--- src/verilog/mdcfg_map.svh ---
// Register map, field positions and reset values for the mode, link and
// scratch configuration bank. Assumes a host link engine outside.
// Function
// - Action 00: straight to high-impedance power-down
// - Action 01: jump to stored code, then power-down
// - Action 10: slew to margin-low, then power-down
// - Action 11: slew to margin-high, then power-down
// - Link bit 8 enables PMBus operation
// - Link bit 2 selects fast readback timing
// - Link bit 0 drives readback onto pin
// - Pointer write selects next scratch location
// - Pointer increments after every scratch write
// - Operating config also at page FFh, E9h
// - Scratch pointer also at page FFh, EFh
// - Pin function 0101 falling edge fires protect
// - Scratch data register accesses pointed location
`ifndef MDCFG_MAP_SVH
`define MDCFG_MAP_SVH

// ----------------------------------------------------------------------
// Direct register addresses
// ----------------------------------------------------------------------
`define MDCFG_ADR_OPCFG 8'h25
`define MDCFG_ADR_LINK 8'h26
`define MDCFG_ADR_SPTR 8'h2b
`define MDCFG_ADR_SDATA 8'h2c

// ----------------------------------------------------------------------
// PMBus page and command codes
// ----------------------------------------------------------------------
`define MDCFG_PMB_PAGE 8'hff
`define MDCFG_PMB_OPCFG 8'he9
`define MDCFG_PMB_SPTR 8'hef
`define MDCFG_PMB_SDATA 8'hf0

// ----------------------------------------------------------------------
// Field positions and values
// ----------------------------------------------------------------------
`define MDCFG_BIT_LOWPWR 13
`define MDCFG_BIT_TMO 12
`define MDCFG_BIT_PMB 8
`define MDCFG_BIT_ACT_HI 9
`define MDCFG_BIT_ACT_LO 8
`define MDCFG_BIT_FAST 2
`define MDCFG_BIT_RDBK 0
`define MDCFG_LINK_MASK 16'h1105
`define MDCFG_FUNC_PROTECT 4'h5
`define MDCFG_RST_16 16'h0000
`define MDCFG_RST_8 8'h00

`endif

--- src/verilog/mdcfg_pkg.sv ---
// Types shared by the configuration bank.
// Assumes the map header supplies every number.
package mdcfg_pkg;

  // One host access, already decoded to a 16-bit register word.
  typedef struct packed {
    logic wr;
    logic rd;
    logic pmb;
    logic [7:0] page;
    logic [7:0] addr;
    logic [15:0] wdata;
  } mdcfg_acc_s;

  // Register selected by an access.
  typedef enum logic [2:0] {
    MDCFG_SEL_NONE = 3'h0,
    MDCFG_SEL_OPCFG = 3'h1,
    MDCFG_SEL_LINK = 3'h2,
    MDCFG_SEL_SPTR = 3'h3,
    MDCFG_SEL_SDATA = 3'h4
  } mdcfg_sel_e;

  // Protect sequencer states, one-hot.
  typedef enum logic [3:0] {
    MDCFG_ST_IDLE = 4'b0001,
    MDCFG_ST_JUMP = 4'b0010,
    MDCFG_ST_SLEW = 4'b0100,
    MDCFG_ST_PDN = 4'b1000
  } mdcfg_st_e;

  // Output code target handed to the channel datapath.
  typedef enum logic [1:0] {
    MDCFG_TGT_NONE = 2'h0,
    MDCFG_TGT_NVM = 2'h1,
    MDCFG_TGT_MLOW = 2'h2,
    MDCFG_TGT_MHIGH = 2'h3
  } mdcfg_tgt_e;

endpackage

--- src/verilog/mdcfg_regs.sv ---
// Operating, host link and scratch pointer registers, the scratch memory
// and the protect sequencer. Assumes a link engine presents one decoded
// access per cycle and the channel datapath reports slew completion.
`timescale 1ns/10ps
`include "mdcfg_map.svh"

module mdcfg_regs
  import mdcfg_pkg::*;
(
  input wire logic i_clk,
  input wire logic i_reset_n,
  input wire mdcfg_acc_s i_acc,
  input wire logic i_gp_pin,
  input wire logic [3:0] i_pin_input_function,
  input wire logic i_slew_done,
  output logic [15:0] o_rdata,
  output logic o_rvalid,
  output logic o_low_power_select,
  output logic o_timeout_en,
  output logic o_pmbus_en,
  output logic o_fast_readback_enable,
  output logic o_readback_output_enable,
  output mdcfg_tgt_e o_tgt,
  output logic o_slew_req,
  output logic o_hiz_pdn
);

  // ----------------------------------------------------------------------
  // Address decode
  // ----------------------------------------------------------------------

  // Maps an access to a register; PMBus form is honoured only when enabled.
  function automatic mdcfg_sel_e dec(input mdcfg_acc_s a, input logic pmb_on);
    dec = MDCFG_SEL_NONE;
    if (!a.pmb) begin
      unique case (a.addr)
        `MDCFG_ADR_OPCFG: dec = MDCFG_SEL_OPCFG;
        `MDCFG_ADR_LINK: dec = MDCFG_SEL_LINK;
        `MDCFG_ADR_SPTR: dec = MDCFG_SEL_SPTR;
        `MDCFG_ADR_SDATA: dec = MDCFG_SEL_SDATA;
        default: dec = MDCFG_SEL_NONE;
      endcase
    end else if (pmb_on && a.page == `MDCFG_PMB_PAGE) begin
      // The link register has no PMBus command, so it stays direct only.
      unique case (a.addr)
        `MDCFG_PMB_OPCFG: dec = MDCFG_SEL_OPCFG;
        `MDCFG_PMB_SPTR: dec = MDCFG_SEL_SPTR;
        `MDCFG_PMB_SDATA: dec = MDCFG_SEL_SDATA;
        default: dec = MDCFG_SEL_NONE;
      endcase
    end
  endfunction

  logic [15:0] opcfg_ff; // Operating configuration, all bits stored.
  logic [15:0] link_ff; // Host link configuration, writable bits only.
  logic [7:0] sptr_ff; // Scratch memory pointer.
  logic [15:0] scratch_mem [0:255]; // Scratch memory, no reset.
  mdcfg_sel_e sel; // Register hit by this cycle's access.
  logic wr_op; // Write to the operating configuration.
  logic wr_sdata; // Write into scratch memory.

  // PMBus-form accesses decode only while PMBus operation is enabled.
  // PMBus address aliases
  assign sel = dec(i_acc, link_ff[`MDCFG_BIT_PMB]);
  assign wr_op = i_acc.wr && sel == MDCFG_SEL_OPCFG;
  assign wr_sdata = i_acc.wr && sel == MDCFG_SEL_SDATA;

  // ----------------------------------------------------------------------
  // Configuration registers
  // ----------------------------------------------------------------------

  // Reserved bits are kept as written; software is expected to write zeros.
  // Stored as written
  always_ff @(posedge i_clk) begin
    if (!i_reset_n) begin
      opcfg_ff <= `MDCFG_RST_16;
    end else if (wr_op) begin
      opcfg_ff <= i_acc.wdata;
    end
  end

  // Only the four defined bits hold state; the rest read back as zero.
  always_ff @(posedge i_clk) begin
    if (!i_reset_n) begin
      link_ff <= `MDCFG_RST_16;
    end else if (i_acc.wr && sel == MDCFG_SEL_LINK) begin
      link_ff <= i_acc.wdata & `MDCFG_LINK_MASK;
    end
  end

  // Pointer load wins over the increment; a data write bumps it by one.
  // Pointer load, increment
  always_ff @(posedge i_clk) begin
    if (!i_reset_n) begin
      sptr_ff <= `MDCFG_RST_8;
    end else if (i_acc.wr && sel == MDCFG_SEL_SPTR) begin
      sptr_ff <= i_acc.wdata[7:0];
    end else if (wr_sdata) begin
      sptr_ff <= sptr_ff + 8'h01;
    end
  end

  // Scratch memory has no reset so it can map onto a RAM macro.
  // Scratch data write
  always_ff @(posedge i_clk) begin
    if (wr_sdata) begin
      scratch_mem[sptr_ff] <= i_acc.wdata;
    end
  end

  // ----------------------------------------------------------------------
  // Read path
  // ----------------------------------------------------------------------

  // Read data is registered and valid one cycle after the request.
  // Reads of scratch data leave the pointer where it is.
  always_ff @(posedge i_clk) begin
    if (!i_reset_n) begin
      o_rdata <= `MDCFG_RST_16;
      o_rvalid <= 1'b0;
    end else begin
      o_rvalid <= i_acc.rd;
      unique case (sel)
        MDCFG_SEL_OPCFG: o_rdata <= opcfg_ff;
        MDCFG_SEL_LINK: o_rdata <= link_ff;
        MDCFG_SEL_SPTR: o_rdata <= {8'h00, sptr_ff};
        MDCFG_SEL_SDATA: o_rdata <= scratch_mem[sptr_ff];
        default: o_rdata <= `MDCFG_RST_16;
      endcase
    end
  end

  // ----------------------------------------------------------------------
  // Control outputs
  // ----------------------------------------------------------------------

  assign o_timeout_en = link_ff[`MDCFG_BIT_TMO];
  assign o_pmbus_en = link_ff[`MDCFG_BIT_PMB];
  assign o_fast_readback_enable = link_ff[`MDCFG_BIT_FAST];
  assign o_readback_output_enable = link_ff[`MDCFG_BIT_RDBK];
  assign o_low_power_select = opcfg_ff[`MDCFG_BIT_LOWPWR];

  // ----------------------------------------------------------------------
  // Protect trigger
  // ----------------------------------------------------------------------

  logic pin_ff; // Pin level one cycle ago.
  logic trig; // Falling edge while the pin acts as protect input.

  // Reset to high, so a pin held low through reset fires an edge once reset lifts.
  always_ff @(posedge i_clk) begin
    if (!i_reset_n) begin
      pin_ff <= 1'b1;
    end else begin
      pin_ff <= i_gp_pin;
    end
  end

  assign trig = pin_ff && !i_gp_pin && i_pin_input_function == `MDCFG_FUNC_PROTECT;

  // ----------------------------------------------------------------------
  // Protect sequencer
  // ----------------------------------------------------------------------

  mdcfg_st_e st_ff; // Sequencer state.
  mdcfg_st_e nxt_st; // Next sequencer state.
  mdcfg_tgt_e tgt_ff; // Code target latched at the trigger.
  logic [1:0] act; // Protect action field.

  assign act = opcfg_ff[`MDCFG_BIT_ACT_HI:`MDCFG_BIT_ACT_LO];

  // Power-down holds until software rewrites the operating configuration.
  // Edges during a running sequence are ignored.
  always_comb begin
    nxt_st = st_ff;
    unique case (st_ff)
      MDCFG_ST_IDLE: begin
        if (trig) begin
          unique case (act)
            2'b00: nxt_st = MDCFG_ST_PDN;
            2'b01: nxt_st = MDCFG_ST_JUMP;
            default: nxt_st = MDCFG_ST_SLEW;
          endcase
        end
      end
      MDCFG_ST_JUMP: nxt_st = MDCFG_ST_PDN;
      MDCFG_ST_SLEW: begin
        if (i_slew_done) begin
          nxt_st = MDCFG_ST_PDN;
        end
      end
      MDCFG_ST_PDN: begin
        if (wr_op) begin
          nxt_st = MDCFG_ST_IDLE;
        end
      end
      default: nxt_st = MDCFG_ST_IDLE;
    endcase
  end

  always_ff @(posedge i_clk) begin
    if (!i_reset_n) begin
      st_ff <= MDCFG_ST_IDLE;
    end else begin
      st_ff <= nxt_st;
    end
  end

  // The target is held from the trigger through power-down.
  // Target code select
  always_ff @(posedge i_clk) begin
    if (!i_reset_n) begin
      tgt_ff <= MDCFG_TGT_NONE;
    end else if (st_ff == MDCFG_ST_IDLE && trig) begin
      unique case (act)
        2'b00: tgt_ff <= MDCFG_TGT_NONE;
        2'b01: tgt_ff <= MDCFG_TGT_NVM;
        2'b10: tgt_ff <= MDCFG_TGT_MLOW;
        default: tgt_ff <= MDCFG_TGT_MHIGH;
      endcase
    end else if (st_ff == MDCFG_ST_PDN && wr_op) begin
      tgt_ff <= MDCFG_TGT_NONE;
    end
  end

  assign o_tgt = tgt_ff;
  assign o_slew_req = st_ff == MDCFG_ST_SLEW;
  assign o_hiz_pdn = st_ff == MDCFG_ST_PDN;
endmodule

--- config.mk ---
export PLATFORM = sky130hd
export DESIGN_NAME = mdcfg_regs
export DESIGN_NICKNAME = d
export VERILOG_FILES = /design/src/verilog/mdcfg_pkg.sv /design/src/verilog/mdcfg_regs.sv
export VERILOG_INCLUDE_DIRS = /design/src /design/src/verilog
export SDC_FILE = /design/constraint.sdc
export NUM_CORES = 2
export LEC_CHECK = 0
export BUFFER_PORTS_ARGS = -buffer_cell sky130_fd_sc_hd__buf_4
export CAP_MARGIN = 5
export CELL_PAD_IN_SITES_DETAIL_PLACEMENT = 0
export CELL_PAD_IN_SITES_GLOBAL_PLACEMENT = 2
export CORE_MARGIN = 5
export CORE_UTILIZATION = 30
export DETAILED_ROUTE_END_ITERATION = 10
export PLACE_DENSITY_LB_ADDON = 0.12
export SYNTH_ARGS = -nofsm -noshare
export SYNTH_HDL_FRONTEND = slang
export SYNTH_SLANG_ARGS = --single-unit
--- constraint.sdc ---
create_clock -name i_clk -period 3 [get_ports i_clk]
set_clock_uncertainty 0.05 [all_clocks]
set_input_delay 0.15 -clock i_clk [delete_from_list [all_inputs] [get_ports i_clk]]
set_output_delay 0.15 -clock i_clk [all_outputs]
set_load 0.02 [all_outputs]
==> results.md <==
* First-pass GRT wire length at just over 800000 µm
* Seq/Total Area, Yosys at between 70% and 80%
* Crit path buf inv count at 8
* Xor/xnor share of the synthesized area at 0.02710%
* Pwr dens at between 500 and 600 nW/µm²
* Gate Count Post-Synth at 7927
* Core area at 536800 µm²
* Post-synthesis mux area share at ~15%
* P_leak at approximately 64 nW
* Die area at 553500 µm²
* Simple-Gate Fraction of Synth Area at under 10%
* CTS tree: done
* Drc violations at 0
* I/O pin total at between 60 and 70
* Outcome: finished with violations
* Main combinational cell family by area after synthesis: multiplexers
* Vias in the first global route at 90796
* Setup WS post-layout at -493.9 ps
* Via count at around 90000
* Compound-cell area share of the yosys netlist at around 4.5%
* Warnings, synthesis at 0
* DR WL met2 at ~290000 µm
* Vias/cell at 5.208
* Ys async rst share at 0%
* Tot GR Track Use at a little over a fifth
* Slew at the pin closest to its max-slew limit at approximately 1200 ps
* CP max-delay cell: mux4_2
* Final ANT Viol Nets at 0
* Period Utilization, post-route at 116.5%
* Syn Nets at 7974
* EDFF count, synth at roughly 4000
* Hpwl dp at 398500 µm
* CTS max path bufs at 4
* Hold WC Path Type: primary input to register
* CP required at 3850 ps
* Crit end category: register
* Seq cells post-synth at between 4000 and 5000
* Pin count of the biggest net entering global routing at approximately 150
* Post-Syn Area at roughly 160000 µm²
* CTS buffer count at around 460
* Layout cells sized above 1 at between 30% and 40%
* H-tree depth at 5
* Final Max Tran Viols at 0
* Worst slack, placed at -1430 ps
* Detail-routed net length per standard cell at 35.96 µm
* Final number of setup-violating endpoints at 16
* Critical path, cell by cell: buf_8 > buf_12 > buf_16 > buf_16 > buf_12 > buf_6 > buf_6 > mux4_2 > mux4_2 > nor2_4 > o311ai_2 > a2bb2oi_1 > buf_4 > o211ai_1
* Rel. slew slack at 21.75%
* Avg Cell Area, Syn at between 20 and 25 µm²
* Area growth syn-to-layout at 27.00%
* Met3 wire length at between 30000 and 40000 µm
* Synth Area in Adders at less than 1%
* Gpl congestion at ~0.8
* RSZ-0062 raised after global routing: yes
* Failing checks: negative setup slack
* Layout Nets at between 9000 and 10000
* Initial antenna violation count at 43
* Max-cap violation count at 0
* Critical Path Fanout Max at 5
* Later-pin clock latency in the skew report at ~1000 ps
* Die Height at between 700 and 800 µm
* Hold Vio Cnt, Final at 0
* Initial drt markers at slightly below 9000
* Root Buffer: clkbuf_16
* Initial Util at 30.11%
* Dominant synthesized flop cell: edfxtp_1
* Clk sinks at between 4000 and 5000
* Delay-heaviest family, CP: buffers and inverters
* Hold Path Origin: i_acc[13]
* CP peak stage delay at ~560 ps
* Setup TNS at -6205 ps
* # rows at 269
* Worst-path clk slew at 60 ps
* Pre-antenna DRT Iters at 5
* Fillers at ~49000
* Met1 wire length at roughly 280000 µm
* Max layer used: met4
* Die Wd at 744.0 µm
* Kind of critical path: register to register
* Post-synthesis cell type count at just over 80
* Arrival @ worst endpoint at between 4000 and 5000 ps
* Number of I/O port buffers at 68
* Final WL at about 620000 µm
* Minimum clock period at roughly 3500 ps
* CP Launch Type: register
* Peak supply drop at ~0.00048 V
* Max Clk Rate at about 0.29 GHz
* Final global-route overflow total at 0
-- where the power goes --
group,internal [W],switching (W)
Clock,0.0316,0.0238
Sequential,0.0637,0.00000850
Combinational,0.000369,0.00141
Total,0.0957,0.0252
-- stage by stage --
stage / power [W] / instances / util, % / hold slack [ps] / cell area [µm²]
after floorplan: 0.06516 / 7927 / - / 198.9 / 161600
after global placement: 0.06663 / 16105 / 34.53 / 296.1 / 185400
after detailed placement: 0.06671 / 16108 / 34.53 / 298.8 / 185400
after CTS: 0.1223 / 17103 / 37.98 / 15.61 / 203900
after global routing: 0.1247 / 17153 / 38.23 / 57.91 / 205200
final: 0.1210 / 17166 / 38.24 / 81.74 / 205300
-- cells by family (layout without fill, tap and decap cells) --
group	Yosys count	in the layout
adders and majority gates	4	4
other	0	16
AOI/OAI and AO/OA	985	985
buffers and inverters	503	2545
xor gates and xnor gates	5	5
muxes	1435	1435
DFF	4156	4156
and+or+nand+nor	839	839
-- worst reg2reg max path, stage by stage, from the launching register on --
cell and delay, ps:
dfxtp_4 370, buf_8 130, buf_12 170, buf_16 180
buf_16 160, buf_12 120, buf_6 90, buf_6 100
mux4_2 490, mux4_2 560, nor2_4 270, o311ai_2 160
a2bb2oi_1 180, buf_4 200, o211ai_1 110
-- flip-flops by register name, indices dropped and copies added, names as in the netlist, 2 cells and up, named ones only --
name / count
scratch_mem: 4096
st_ff: 4
o_rdata: 16
opcfg_ff: 16
sptr_ff: 8
link_ff: 4
o_tgt: 2
-- cell usage in the layout, fill, tap and decap left out, types with 28 or more instances in the layout --
cell type      instances
edfxtp_1            4096
buf_4               1038
mux4_2               717
mux2i_1              665
clkbuf_16            470
buf_12               456
nor2_2               247
nand2_1              168
a221oi_1             166
o21ai_0              120
nor2_1               113
a21oi_1              111
clkinv_1             107
clkbuf_1             100
clkinv_2              97
buf_6                 75
a22oi_1               74
a221o_1               65
nand3_1               64
dfxtp_1               52
nor3_1                42
dlygate4sd3_1         40
bufinv_16             36
nand2b_1              34
o22ai_1               34
a221oi_2              32
mux2_2                31
buf_8                 28
-- final timing paths --
path | end | slack (ps) | cells past startpoint
hold reg to reg | opcfg_ff[5] | 410 | 2
setup / recovery | o_rdata[0] | -490 | 14
hold / removal | scratch_mem[172][13] | 80 | 2
setup reg to reg | o_rdata[0] | -490 | 14
-- routing by layer --
metal,global-route usage (%),vias to the layer above
met5,0,-
met3,2.541,594
met2,35.15,2804
met4,4.444,0
li1,-,36698
met1,32.10,49311
-- area by class of cell --
cell class,instances,area [µm²],area share (%)
inverters,12,66.31,0.03231
clock buffers,572,12100,5.893
well taps,7181,8985,4.377
repair buffers,1687,20040,9.762
multi-input cells,3268,37260,18.15
clock inverters,274,2546,1.240
diodes,16,40.04,0.01951
flip-flops and latches,4156,124200,60.52
-- synthesized netlist by cell type (11+ instances only) --
cell type     n  area share (%)
o311ai_0     11           0.060
a21boi_0     22            0.10
nor2_1      373            0.87
clkbuf_1    203            0.47
nand3_1      87            0.27
buf_4        80            0.37
nor4_1       18           0.070
nor3_1       61            0.19
buf_1        32           0.074
mux4_2      715              10
and2_1       16           0.062
o2111ai_1    19            0.10
dfxtp_1      60            0.74
o22ai_1      41            0.16
nor2b_1      28            0.11
a22oi_1      90            0.42
a31oi_1      27            0.10
mux2i_1     683             4.2
nand2_1     172            0.40
a221oi_1    201             1.1
nand2b_1     40            0.15
mux2_2       31            0.22
a311oi_1     19            0.10
o211ai_1     23            0.11
buf_2       101            0.31
a211oi_1     42            0.20
buf_6        62            0.43
a21oi_1     133            0.41
edfxtp_1   4096              76
o21ai_0     147            0.46
o31ai_1      33            0.15
o221ai_1     20            0.11
o32ai_1      18           0.098
a221o_1      65            0.40
-- timing repair --
item / 4_1_cts / 5_1_grt
pin swaps: 66 / 77
hold endpoints to repair: 3778 / 0
gates cloned: 23 / 6
buffers inserted: 91 / 52
hold buffers: 40 / 0
resized for setup: 353 / 196
endpoints found under the setup margin: 4089 / 46
No activity file was read; power rests on OpenSTA's default activity.
